--- src/core/hdsp_pkg.sv ---
package hdsp_pkg;
  // ----------------------------------------------------------------
  // widths and strap fields
  // ----------------------------------------------------------------
  localparam int HDSP_DATA_W = 32;
  localparam int HDSP_PAR_W = 4;
  localparam int HDSP_BYTE_W = 8;
  localparam int HDSP_TEST_BIT = 11;
  localparam int HDSP_ADDR_W = 16;
  localparam logic HDSP_ORDER_HIGH = 1'h1;
  localparam int HDSP_CLK_PERIOD_NS = 10;

  typedef enum logic [2:0] {
    HDSP_ST_RESET = 3'h1,
    HDSP_ST_NORMAL = 3'h2,
    HDSP_ST_CLKTEST = 3'h4
  } hdsp_mode_e;

  // even parity per byte lane: xor of a byte
  function automatic logic [HDSP_PAR_W-1:0] hdsp_even_par(
      input logic [HDSP_DATA_W-1:0] d);
    logic [HDSP_PAR_W-1:0] p;
    p = '0;
    for (int i = 0; i < HDSP_PAR_W; i++) begin
      p[i] = ^d[i*HDSP_BYTE_W +: HDSP_BYTE_W];
    end
    return p;
  endfunction : hdsp_even_par
endpackage : hdsp_pkg

--- src/core/hdsp_slice.sv ---
// Summary of operation
// - high slice captures test strap at reset release
// - strap low: normal mode, no clock output
// - strap high on the high slice: half-rate copy of host clock driven on order pin
// - order strap chooses high or low lanes
// - each parity line covers one data byte
// - host drives parity on writes, slice on reads
// - even parity, same timing as data
`timescale 1ns/1ps
`default_nettype none
module hdsp_slice
  import hdsp_pkg::*;
(
  // clock and reset
  input wire logic clock_in,
  input wire logic rstn_in,
  // straps and order pin (two-way in clock test)
  input wire logic order_strap_pin_in,
  output logic order_strap_pin_out,
  output logic order_strap_pin_oe_out,
  input wire logic [HDSP_ADDR_W-1:0] host_addr_in,
  // host data and parity pins
  input wire logic [HDSP_DATA_W-1:0] host_data_in,
  input wire logic [HDSP_PAR_W-1:0] host_byte_parity_in,
  output logic [HDSP_DATA_W-1:0] host_data_out,
  output logic [HDSP_PAR_W-1:0] host_byte_parity_out,
  output logic host_data_oe_out,
  // controller strobes
  input wire logic host_write_in,
  input wire logic host_read_in,
  // host write stream toward internal paths
  output logic wr_valid_out,
  input wire logic wr_ready_in,
  output logic [HDSP_DATA_W-1:0] wr_data_out,
  output logic wr_par_err_out,
  // internal read data toward host
  input wire logic [HDSP_DATA_W-1:0] rd_data_in,
  output logic rd_ready_out,
  // status
  output logic high_slice_out,
  output logic clk_test_out,
  output logic overflow_out
);
  // ----------------------------------------------------------------
  // pin synchronisers
  // ----------------------------------------------------------------
  logic [1:0] ord_s_q, ord_s_d;
  logic [1:0] tst_s_q, tst_s_d;
  logic [1:0] wr_s_q, wr_s_d, rd_s_q, rd_s_d;
  logic [HDSP_DATA_W-1:0] hd_s1_q, hd_s1_d, hd_s2_q, hd_s2_d;
  logic [HDSP_PAR_W-1:0] hp_s1_q, hp_s1_d, hp_s2_q, hp_s2_d;

  always_comb begin
    ord_s_d = {ord_s_q[0], order_strap_pin_in};
    tst_s_d = {tst_s_q[0], host_addr_in[HDSP_TEST_BIT]};
    wr_s_d = {wr_s_q[0], host_write_in};
    rd_s_d = {rd_s_q[0], host_read_in};
    hd_s1_d = host_data_in;
    hd_s2_d = hd_s1_q;
    hp_s1_d = host_byte_parity_in;
    hp_s2_d = hp_s1_q;
  end

  // strap synchronisers run through reset, so the straps have settled by
  // the time reset is released; clearing them would hide the straps
  always_ff @(posedge clock_in) begin
    ord_s_q <= ord_s_d;
    tst_s_q <= tst_s_d;
  end

  always_ff @(posedge clock_in) begin
    if (!rstn_in) begin
      wr_s_q <= '0;
      rd_s_q <= '0;
      hd_s1_q <= '0;
      hd_s2_q <= '0;
      hp_s1_q <= '0;
      hp_s2_q <= '0;
    end else begin
      wr_s_q <= wr_s_d;
      rd_s_q <= rd_s_d;
      hd_s1_q <= hd_s1_d;
      hd_s2_q <= hd_s2_d;
      hp_s1_q <= hp_s1_d;
      hp_s2_q <= hp_s2_d;
    end
  end

  // ----------------------------------------------------------------
  // strap capture and mode
  // ----------------------------------------------------------------
  // straps are taken on the first clock after reset release; the
  // reset branch loads constants only.
  hdsp_mode_e mode_q, mode_d;
  logic high_q, high_d;

  always_comb begin
    mode_d = mode_q;
    high_d = high_q;
    unique case (mode_q)
      HDSP_ST_RESET: begin
        high_d = (ord_s_q[1] == HDSP_ORDER_HIGH);
        if (ord_s_q[1] == HDSP_ORDER_HIGH && tst_s_q[1]) begin
          mode_d = HDSP_ST_CLKTEST;
        end else begin
          mode_d = HDSP_ST_NORMAL;
        end
      end
      HDSP_ST_NORMAL: mode_d = HDSP_ST_NORMAL;
      HDSP_ST_CLKTEST: mode_d = HDSP_ST_CLKTEST;
      default: mode_d = HDSP_ST_RESET;
    endcase
  end

  always_ff @(posedge clock_in) begin
    if (!rstn_in) begin
      mode_q <= HDSP_ST_RESET;
      high_q <= 1'h0;
    end else begin
      mode_q <= mode_d;
      high_q <= high_d;
    end
  end

  assign high_slice_out = high_q;
  assign clk_test_out = (mode_q == HDSP_ST_CLKTEST);

  // ----------------------------------------------------------------
  // clock test output on the order pin
  // ----------------------------------------------------------------
  // limitation: the pin carries a registered half-rate copy of the
  // host clock, since a clock is not passed through plain logic.
  logic clk_div_q, clk_div_d;
  always_comb clk_div_d = clk_test_out ? ~clk_div_q : 1'h0;
  always_ff @(posedge clock_in) begin
    if (!rstn_in) clk_div_q <= 1'h0;
    else clk_div_q <= clk_div_d;
  end
  assign order_strap_pin_out = clk_div_q;
  assign order_strap_pin_oe_out = clk_test_out;

  // ----------------------------------------------------------------
  // host write path: two-entry buffer with parity check
  // ----------------------------------------------------------------
  logic [HDSP_DATA_W-1:0] buf_q [2], buf_d [2];
  logic [1:0] perr_q, perr_d;
  logic wp_q, wp_d, rp_q, rp_d;
  logic [1:0] cnt_q, cnt_d;
  logic ovf_q, ovf_d;
  logic push, pop;

  always_comb begin
    buf_d = buf_q;
    perr_d = perr_q;
    wp_d = wp_q;
    rp_d = rp_q;
    ovf_d = ovf_q;
    push = wr_s_q[1] && (mode_q != HDSP_ST_RESET);
    pop = wr_valid_out && wr_ready_in;
    if (push && cnt_q == 2'h2 && !pop) begin
      ovf_d = 1'h1;
      push = 1'h0;
    end
    if (push) begin
      buf_d[wp_q] = hd_s2_q;
      perr_d[wp_q] = (hdsp_even_par(hd_s2_q) != hp_s2_q);
      wp_d = ~wp_q;
    end
    if (pop) rp_d = ~rp_q;
    cnt_d = cnt_q + {1'h0, push} - {1'h0, pop};
  end

  always_ff @(posedge clock_in) begin
    if (!rstn_in) begin
      buf_q[0] <= '0;
      buf_q[1] <= '0;
      perr_q <= '0;
      wp_q <= 1'h0;
      rp_q <= 1'h0;
      cnt_q <= '0;
      ovf_q <= 1'h0;
    end else begin
      buf_q <= buf_d;
      perr_q <= perr_d;
      wp_q <= wp_d;
      rp_q <= rp_d;
      cnt_q <= cnt_d;
      ovf_q <= ovf_d;
    end
  end

  assign wr_valid_out = (cnt_q != 2'h0);
  assign wr_data_out = buf_q[rp_q];
  assign wr_par_err_out = wr_valid_out && perr_q[rp_q];
  assign overflow_out = ovf_q;

  // ----------------------------------------------------------------
  // host read path: data and parity launched together
  // ----------------------------------------------------------------
  logic [HDSP_DATA_W-1:0] hdo_q, hdo_d;
  logic [HDSP_PAR_W-1:0] hpo_q, hpo_d;
  logic oe_q, oe_d;

  always_comb begin
    oe_d = rd_s_q[1] && (mode_q != HDSP_ST_RESET);
    hdo_d = oe_d ? rd_data_in : hdo_q;
    hpo_d = oe_d ? hdsp_even_par(rd_data_in) : hpo_q;
  end

  always_ff @(posedge clock_in) begin
    if (!rstn_in) begin
      hdo_q <= '0;
      hpo_q <= '0;
      oe_q <= 1'h0;
    end else begin
      hdo_q <= hdo_d;
      hpo_q <= hpo_d;
      oe_q <= oe_d;
    end
  end

  assign host_data_out = hdo_q;
  assign host_byte_parity_out = hpo_q;
  assign host_data_oe_out = oe_q;
  assign rd_ready_out = oe_d;

  // ----------------------------------------------------------------
  // checks
  // ----------------------------------------------------------------
  a_low_never_test: assert property (@(posedge clock_in) disable iff (!rstn_in)
    !high_q |-> !clk_test_out) else $error("low slice in clock test");
  a_mode_sticks: assert property (@(posedge clock_in) disable iff (!rstn_in)
    mode_q != HDSP_ST_RESET |=> $stable(mode_q)) else $error("mode moved");
  a_strap_to_mode: assert property (@(posedge clock_in) disable iff (!rstn_in)
    (rstn_in && mode_q == HDSP_ST_RESET && ord_s_q[1] && tst_s_q[1])
      |=> clk_test_out) else $error("clock test missed");
  a_normal_no_oe: assert property (@(posedge clock_in) disable iff (!rstn_in)
    mode_q == HDSP_ST_NORMAL |-> !order_strap_pin_oe_out)
    else $error("order pin driven");
  a_test_oe: assert property (@(posedge clock_in) disable iff (!rstn_in)
    clk_test_out |=> order_strap_pin_oe_out && $changed(order_strap_pin_out))
    else $error("test clock absent");
  a_order_lanes: assert property (@(posedge clock_in) disable iff (!rstn_in)
    rstn_in && mode_q == HDSP_ST_RESET |=> high_q == $past(ord_s_q[1]))
    else $error("lane select wrong");
  a_rd_parity: assert property (@(posedge clock_in) disable iff (!rstn_in)
    host_data_oe_out |-> host_byte_parity_out == hdsp_even_par(host_data_out))
    else $error("read parity wrong");
  a_rd_timing: assert property (@(posedge clock_in) disable iff (!rstn_in)
    rd_s_q[1] && mode_q != HDSP_ST_RESET |=> host_data_oe_out
      && host_data_out == $past(rd_data_in)) else $error("read late");
  a_wr_no_oe: assert property (@(posedge clock_in) disable iff (!rstn_in)
    !rd_s_q[1] |=> !host_data_oe_out) else $error("drove on write");
endmodule : hdsp_slice
`default_nettype wire

--- config.mk ---
export PLATFORM = sky130hd
export DESIGN_NAME = hdsp_slice
export DESIGN_NICKNAME = d
export VERILOG_FILES = /design/src/core/hdsp_pkg.sv /design/src/core/hdsp_slice.sv
export SDC_FILE = /design/constraint.sdc
export NUM_CORES = 1
export LEC_CHECK = 0
export ABC_AREA = 1
export BUFFER_PORTS_ARGS = -buffer_cell sky130_fd_sc_hd__buf_4
export CAP_MARGIN = 15
export CORE_MARGIN = 5
export CORE_UTILIZATION = 54
export CTS_CLUSTER_SIZE = 8
export DETAILED_ROUTE_END_ITERATION = 7
export GPL_TIMING_DRIVEN = 0
export PLACE_DENSITY_LB_ADDON = 0.1
export SYNTH_ARGS = -nofsm -noshare
export SYNTH_HDL_FRONTEND = slang
export SYNTH_SLANG_ARGS = --single-unit
--- constraint.sdc ---
create_clock -name clock_in -period 1.95 [get_ports clock_in]
set_input_delay 0.0975 -clock clock_in [delete_from_list [all_inputs] [get_ports clock_in]]
set_output_delay 0.0975 -clock clock_in [all_outputs]
set_load 0.05 [all_outputs]
==> metrics.md, run 1 <==
| Metric | Value |
|---|---|
| Leak | `4.89 nW` |
| Total GRT Usage | `23.4%` |
| Power per cell area | `968 nW/um^2` |
| Endpoint class of the critical path | `output port` |
| Crit path cell chain | `inv_1 > buf_2 > clkbuf_2 > o21ai_0 > buf_4` |
| Die area | `16100 um^2` |
| Hold path depth | `4` |
| Top Ports | `167` |
| Max Slew Vio Count | `0` |
| Register bit total from synthesis | `193` |
| Vias in the first global route | `6477` |
| Crit path time final | `1900 ps` |
| TritonCTS clock tree | `yes` |
| Chip width | `127 um` |
| Post-CTS setup buffer count | `0` |
| Worst-Margin Slew | `580 ps` |
| Mapped cell area | `7380 um^2` |
| Post-DRT Antenna Nets | `0` |
| Tcrit/Tclk final | `97.6%` |
| First-pass GRT wire length | `30600 um` |
| Clock sinks | `193` |
| Kind of critical path | `reg2out` |
| Synthesized Nets | `1018` |
| Status | `finished, final reports clean` |
| Sum of negative setup slack | `0 ps` |
| Top cell type's share of synthesized area | `52.4%` |
| Arrival time of the worst setup path | `1810 ps` |
| GP Congestion | `0.758` |
| Port-buffer cells | `151` |
| CP Max Fanout | `10` |
| Drt pass-1 iters | `5` |
| Layout cell share with drive strength beyond 1 | `20.0%` |
| Crit path launch type | `register` |
| Final core occ | `75.5%` |
| Relative slew slack | `61.3%` |
| Vias post-DR | `6478` |
| Ys Warns | `0` |
| Hold path start | `wr_ready_in` |
| Max rail drop VDD | `0.000573 V` |
| Final Hold Violating Endpoints | `0` |
| Finished layout cell area | `10000 um^2` |
| Most frequent cells in the layout | `196 x nand2_1, 193 x dfxtp_1, 169 x inv_1` |
| R2r startpoint | `mode_q[1]$_SDFF_PN0_` |
| Hold crit path type | `in2reg` |
| N_diodes | `0` |
| Initial Util | `55.5%` |
| Power Total | `9.72 mW` |
| Hold WS | `37.8 ps` |
| Cell accounting for the most synthesized area | `dfxtp_1` |
| Fraction of registers with async set/reset | `0%` |
| Skew final | `6.98 ps` |
| Synth-to-layout area growth | `36.1%` |
| Fmax | `525 MHz` |
| Dpl hpwl | `12300 um` |
| Clock buffer count from CTS | `17` |
| Family with the most delay on the worst path | `buffers and inverters` |
| Initial antenna violation count | `0` |
| R2R depth | `11` |
| Avg Cell Area, Syn | `7.97 um^2` |
| Total core area | `13300 um^2` |
| Max clock buf depth | `2` |
| Largest net degree at the start of global routing | `17` |
| Worst Hold End | `overflow_out$_SDFFE_PN0P_` |
| Buf/Inv on CP | `4` |
| Slowest stage delay, CP | `350 ps` |
| Ys flop type | `dfxtp_1` |
| Post-synth cell types | `33` |
| Max-Cap Viols | `0` |
| Initial drt markers | `407` |
| Htree depth | `4` |
| EDFF count, synth | `0` |
| Worst path slowest cell | `dfxtp_1` |
| FP Rows | `42` |
| Clock Latency Late Sink | `430 ps` |
| Drt drc | `0` |
| Worst path required time | `1850 ps` |
| Routed wire length | `18600 um` |
| Clk pin slew, worst setup/hold paths | `60 ps` |
| Post-synthesis cell count | `926` |
| Top post-synthesis cells by area | `dfxtp_1 52%, nand2_1 10%, inv_1 8.6%` |
| Placed Area | `8740 um^2` |
| Commonest non-fill, non-tap cell in the layout | `nand2_1` |
| Vias per cell | `4.78` |
| Seq/Total Area, Yosys | `52.4%` |
| Root Driver | `clkbuf_16` |
| Fill count | `997` |
| Wire per inst | `13.8 um` |
| Final net count | `1259` |
| RR Endpoint | `cnt_q[1]$_SDFF_PN0_` |
| # setup viols final | `0` |
| Die height | `127 um` |
| Internal reg-to-reg setup slack | `220 ps` |
| CP Depth | `5` |
| Total grt overflow | `0` |
synth_stat cells (7+ instances only):
cell,instances
buf_6,7
o22ai_1,11
o21ai_0,94
nand2_1,196
clkbuf_1,24
a21oi_1,36
o22ai_2,21
nor2_1,83
o21ai_1,10
dfxtp_1,193
xnor2_1,27
inv_1,169
nand3_1,13
how the worst max path moves through the flow:
stage | from | to | slack, ps
2_1_floorplan | rp_q$_SDFFE_PN0P_ | wr_data_out[17] | 9
3_3_place_gp | rp_q$_SDFFE_PN0P_ | wr_data_out[0] | 120
3_5_place_dp | rp_q$_SDFFE_PN0P_ | wr_data_out[0] | 100
4_1_cts | rp_q$_SDFFE_PN0P_ | wr_data_out[0] | 30
5_1_grt | rp_q$_SDFFE_PN0P_ | wr_data_out[27] | -0.1
6_report | rp_q$_SDFFE_PN0P_ | wr_data_out[23] | 50
per-layer routing:
layer | global-route usage [%] | wire length, um | vias to the layer above
met1 | 27.5 | 7920 | 2958
met4 | 9.02 | 418 | 0
met2 | 40.9 | 9180 | 173
met3 | 6.14 | 1110 | 34
met5 | 0 | 0 | -
li1 | - | - | 3313
worst reg2reg max path, cell delays in order (launching register included):
cell	delay (ps)
dfxtp_1	370
inv_2	70
nand3_4	110
nand2_2	70
nor2_4	100
inv_4	60
ha_1	280
inv_1	50
ha_1	140
xor2_1	170
o21ai_0	90
a21oi_1	140
stage by stage:
stage	cells	worst slack, ps
2_1_floorplan	926	9.42
3_3_place_gp	1253	121
3_5_place_dp	1253	96.3
4_1_cts	1355	33.8
5_1_grt	1354	-0.0950
6_report	1354	46.1
logic make-up after synthesis:
group,count (synthesis),synth area share (%)
XOR/XNOR,33,3.92
AND/OR/NAND/NOR,305,16.8
adder cells (fa/ha/maj),2,0.339
flip-flops,193,52.4
AO/OA/AOI/OAI,175,14.3
buffers and inverters,218,12.3
registers in the layout (all words and copies together) (netlist names), 2 cells and up:
name and count:
rd_s_q 2, wr_s_q 2, host_data_out 32, ord_s_q 2, cnt_q 2, buf_q 64, hp_s2_q 4, hd_s1_q 32
hd_s2_q 32, perr_q 2, mode_q 3, tst_s_q 2, hp_s1_q 4, host_byte_parity_out 4
cell type report:
cell class                 count  area (um^2)  area share (%)
multi-input combinational    515         2610            26.0
inverter                     174          656            6.53
sequential                   193         3860            38.5
tap                          176          220            2.19
timing repair buffer         223         1850            18.5
clock buffer                  25          495            4.93
buffer                        43          263            2.62
clock inverter                 5         77.6           0.772
power breakdown:
group / internal, mW / switching, mW / total (mW)
logic: 0.722 / 1.29 / 2.01
registers: 4.17 / 0.125 / 4.29
clock network: 2.01 / 1.40 / 3.41
timing repair:
item,CTS,global route
hold buffers,72,0
endpoints found under the hold margin,72,0
setup endpoints to repair,33,20
resized for setup,6,9
(Power assumes the default switching activity.)
==> inputs of run 2 (changes only) <==
- CORE_UTILIZATION: 54 -> 53
- GPL_TIMING_DRIVEN: 0 -> default
- clock period: 1.95 -> 1.9 ns (I/O delays scaled with it)
==> metrics.md, run 2 (synthesis results as in run 1) <==
| Metric | Value |
|---|---|
| Wire per inst | `12.2 um` |
| Largest net degree at the start of global routing | `93` |
| Routed wire length | `16300 um` |
| Synth-to-layout area growth | `35.4%` |
| Initial antenna violation count | `2` |
| Final net count | `1229` |
| Met3 WL | `1070 um` |
| Final worst slack | `147 ps` |
| Most frequent cells in the layout | `196 x nand2_1, 193 x dfxtp_1, 168 x inv_1` |
| Leak | `4.85 nW` |
| Post-CTS setup buffer count | `0` |
| Die area | `16400 um^2` |
| M1 wire length | `6880 um` |
| Crit path launch type | `register` |
| Family with the most delay on the worst path | `buffers and inverters` |
| Status | `finished, final reports clean` |
| Power per cell area | `1020 nW/um^2` |
| Root Driver | `clkbuf_16` |
| Buf/Inv on CP | `3` |
| Initial drt markers | `356` |
| First-pass GRT wire length | `27300 um` |
| Htree depth | `4` |
| Crit path cell chain | `inv_4 > buf_12 > o21ai_0 > buf_4` |
| FP Rows | `43` |
| Max Slew Vio Count | `0` |
| Max clock buf depth | `2` |
| Port-buffer cells | `151` |
| Arrival time of the worst setup path | `1660 ps` |
| Pre-CTS setup slack | `200 ps` |
| Routed length on met2 | `8080 um` |
| Tcrit/Tclk final | `92.3%` |
| Top Ports | `167` |
| Vias in the first global route | `5957` |
| Commonest non-fill, non-tap cell in the layout | `nand2_1` |
| Final Hold Violating Endpoints | `0` |
| DR top layer | `met4` |
| Post-DRT Antenna Nets | `0` |
| Initial Util | `53.6%` |
| Vias post-DR | `6166` |
| Drt pass-1 iters | `4` |
| Max reg flops | `64` |
| Finished layout cell area | `9990 um^2` |
| Endpoint class of the critical path | `output port` |
| Relative slew slack | `76.3%` |
| Max rail drop VDD | `0.000708 V` |
| Layout cell share with drive strength beyond 1 | `20.2%` |
| Slowest stage delay, CP | `390 ps` |
| Top reg by flops | `buf_q` |
| Placed Area | `8630 um^2` |
| Chip width | `128 um` |
| GP Congestion | `0.732` |
| Total core area | `13800 um^2` |
| CP Max Fanout | `34` |
| Total GRT Usage | `20.6%` |
| # setup viols final | `0` |
| RSZ-0062 raised after global routing | `no` |
| Fmax | `571 MHz` |
| Clock sinks | `193` |
| Skew final | `6.22 ps` |
| Worst path slowest cell | `dfxtp_1` |
| Clock Latency Late Sink | `430 ps` |
| TritonCTS clock tree | `yes` |
| Vias per cell | `4.63` |
| Die height | `128 um` |
| Worst path required time | `1800 ps` |
| Crit path time final | `1750 ps` |
| Hold crit path type | `in2reg` |
| Max-Cap Viols | `0` |
| Dpl hpwl | `10500 um` |
| Fill count | `1076` |
| Worst-Margin Slew | `355 ps` |
| Drt drc | `0` |
| Clk pin slew, worst setup/hold paths | `70 ps` |
| Clock buffer count from CTS | `17` |
| Kind of critical path | `reg2out` |
| Total grt overflow | `0` |
run 2: repair_timing:
action                                 CTS  global route
hold buffers                            72             0
resized for setup                        0             2
endpoints found under the hold margin   72             0
setup endpoints to repair                0             2
run 2: area by class of cell:
cell class / count / area, um^2 / share of cell area (%)
inverter: 174 / 658 / 6.59
sequential: 193 / 3860 / 38.7
tap: 180 / 225 / 2.25
clock buffer: 20 / 457 / 4.57
timing repair buffer: 236 / 1990 / 19.9
clock inverter: 12 / 180 / 1.80
multi-input combinational: 515 / 2610 / 26.2
antenna: 2 / 5.00 / 0.0501
run 2: stage by stage:
stage | power, mW | hold WS [ps] | TNS, ps | cells | util, %
detailed placement | 6.35 | 202 | 0 | 1226 | 62.6
global placement | 6.32 | 200 | 0 | 1226 | 62.6
finish | 10.2 | 37.1 | 0 | 1332 | 72.5
global route | 10.6 | 28.2 | 0 | 1332 | 72.5
floorplan | 5.76 | 123 | -267 | 926 | -
CTS | 10.2 | 16.4 | 0 | 1330 | 72.5
run 2: worst paths after layout:
kind / start / endpoint / slack (ps) / cells past startpoint
max reg2reg: mode_q[1]$_SDFF_PN0_ / cnt_q[1]$_SDFF_PN0_ / 170 / 11
min reg2reg: ord_s_q[0]$_DFF_P_ / ord_s_q[1]$_DFF_P_ / 330 / 0
min: rstn_in / hd_s2_q[30]$_SDFF_PN0_ / 40 / 3
max: rp_q$_SDFFE_PN0P_ / wr_data_out[11] / 150 / 4
run 2: tightest hold or removal path, cell delays in order:
cell	delay [ps]
buf_4	200
nand2_1	90
inv_1	30
run 2: per-layer routing:
layer / up-vias / GRT usage [%]
met5: - / 0
met4: 0 / 6.49
met3: 16 / 7.96
met2: 117 / 35.7
met1: 2779 / 23.3
li1: 3254 / -
run 2: power breakdown:
part / internal [mW] / leakage [nW] / switching (mW)
sequential: 4.28 / 1.58 / 0.128
combinational: 0.724 / 2.97 / 1.26
clock: 2.28 / 0.307 / 1.49
total: 7.28 / 4.85 / 2.88
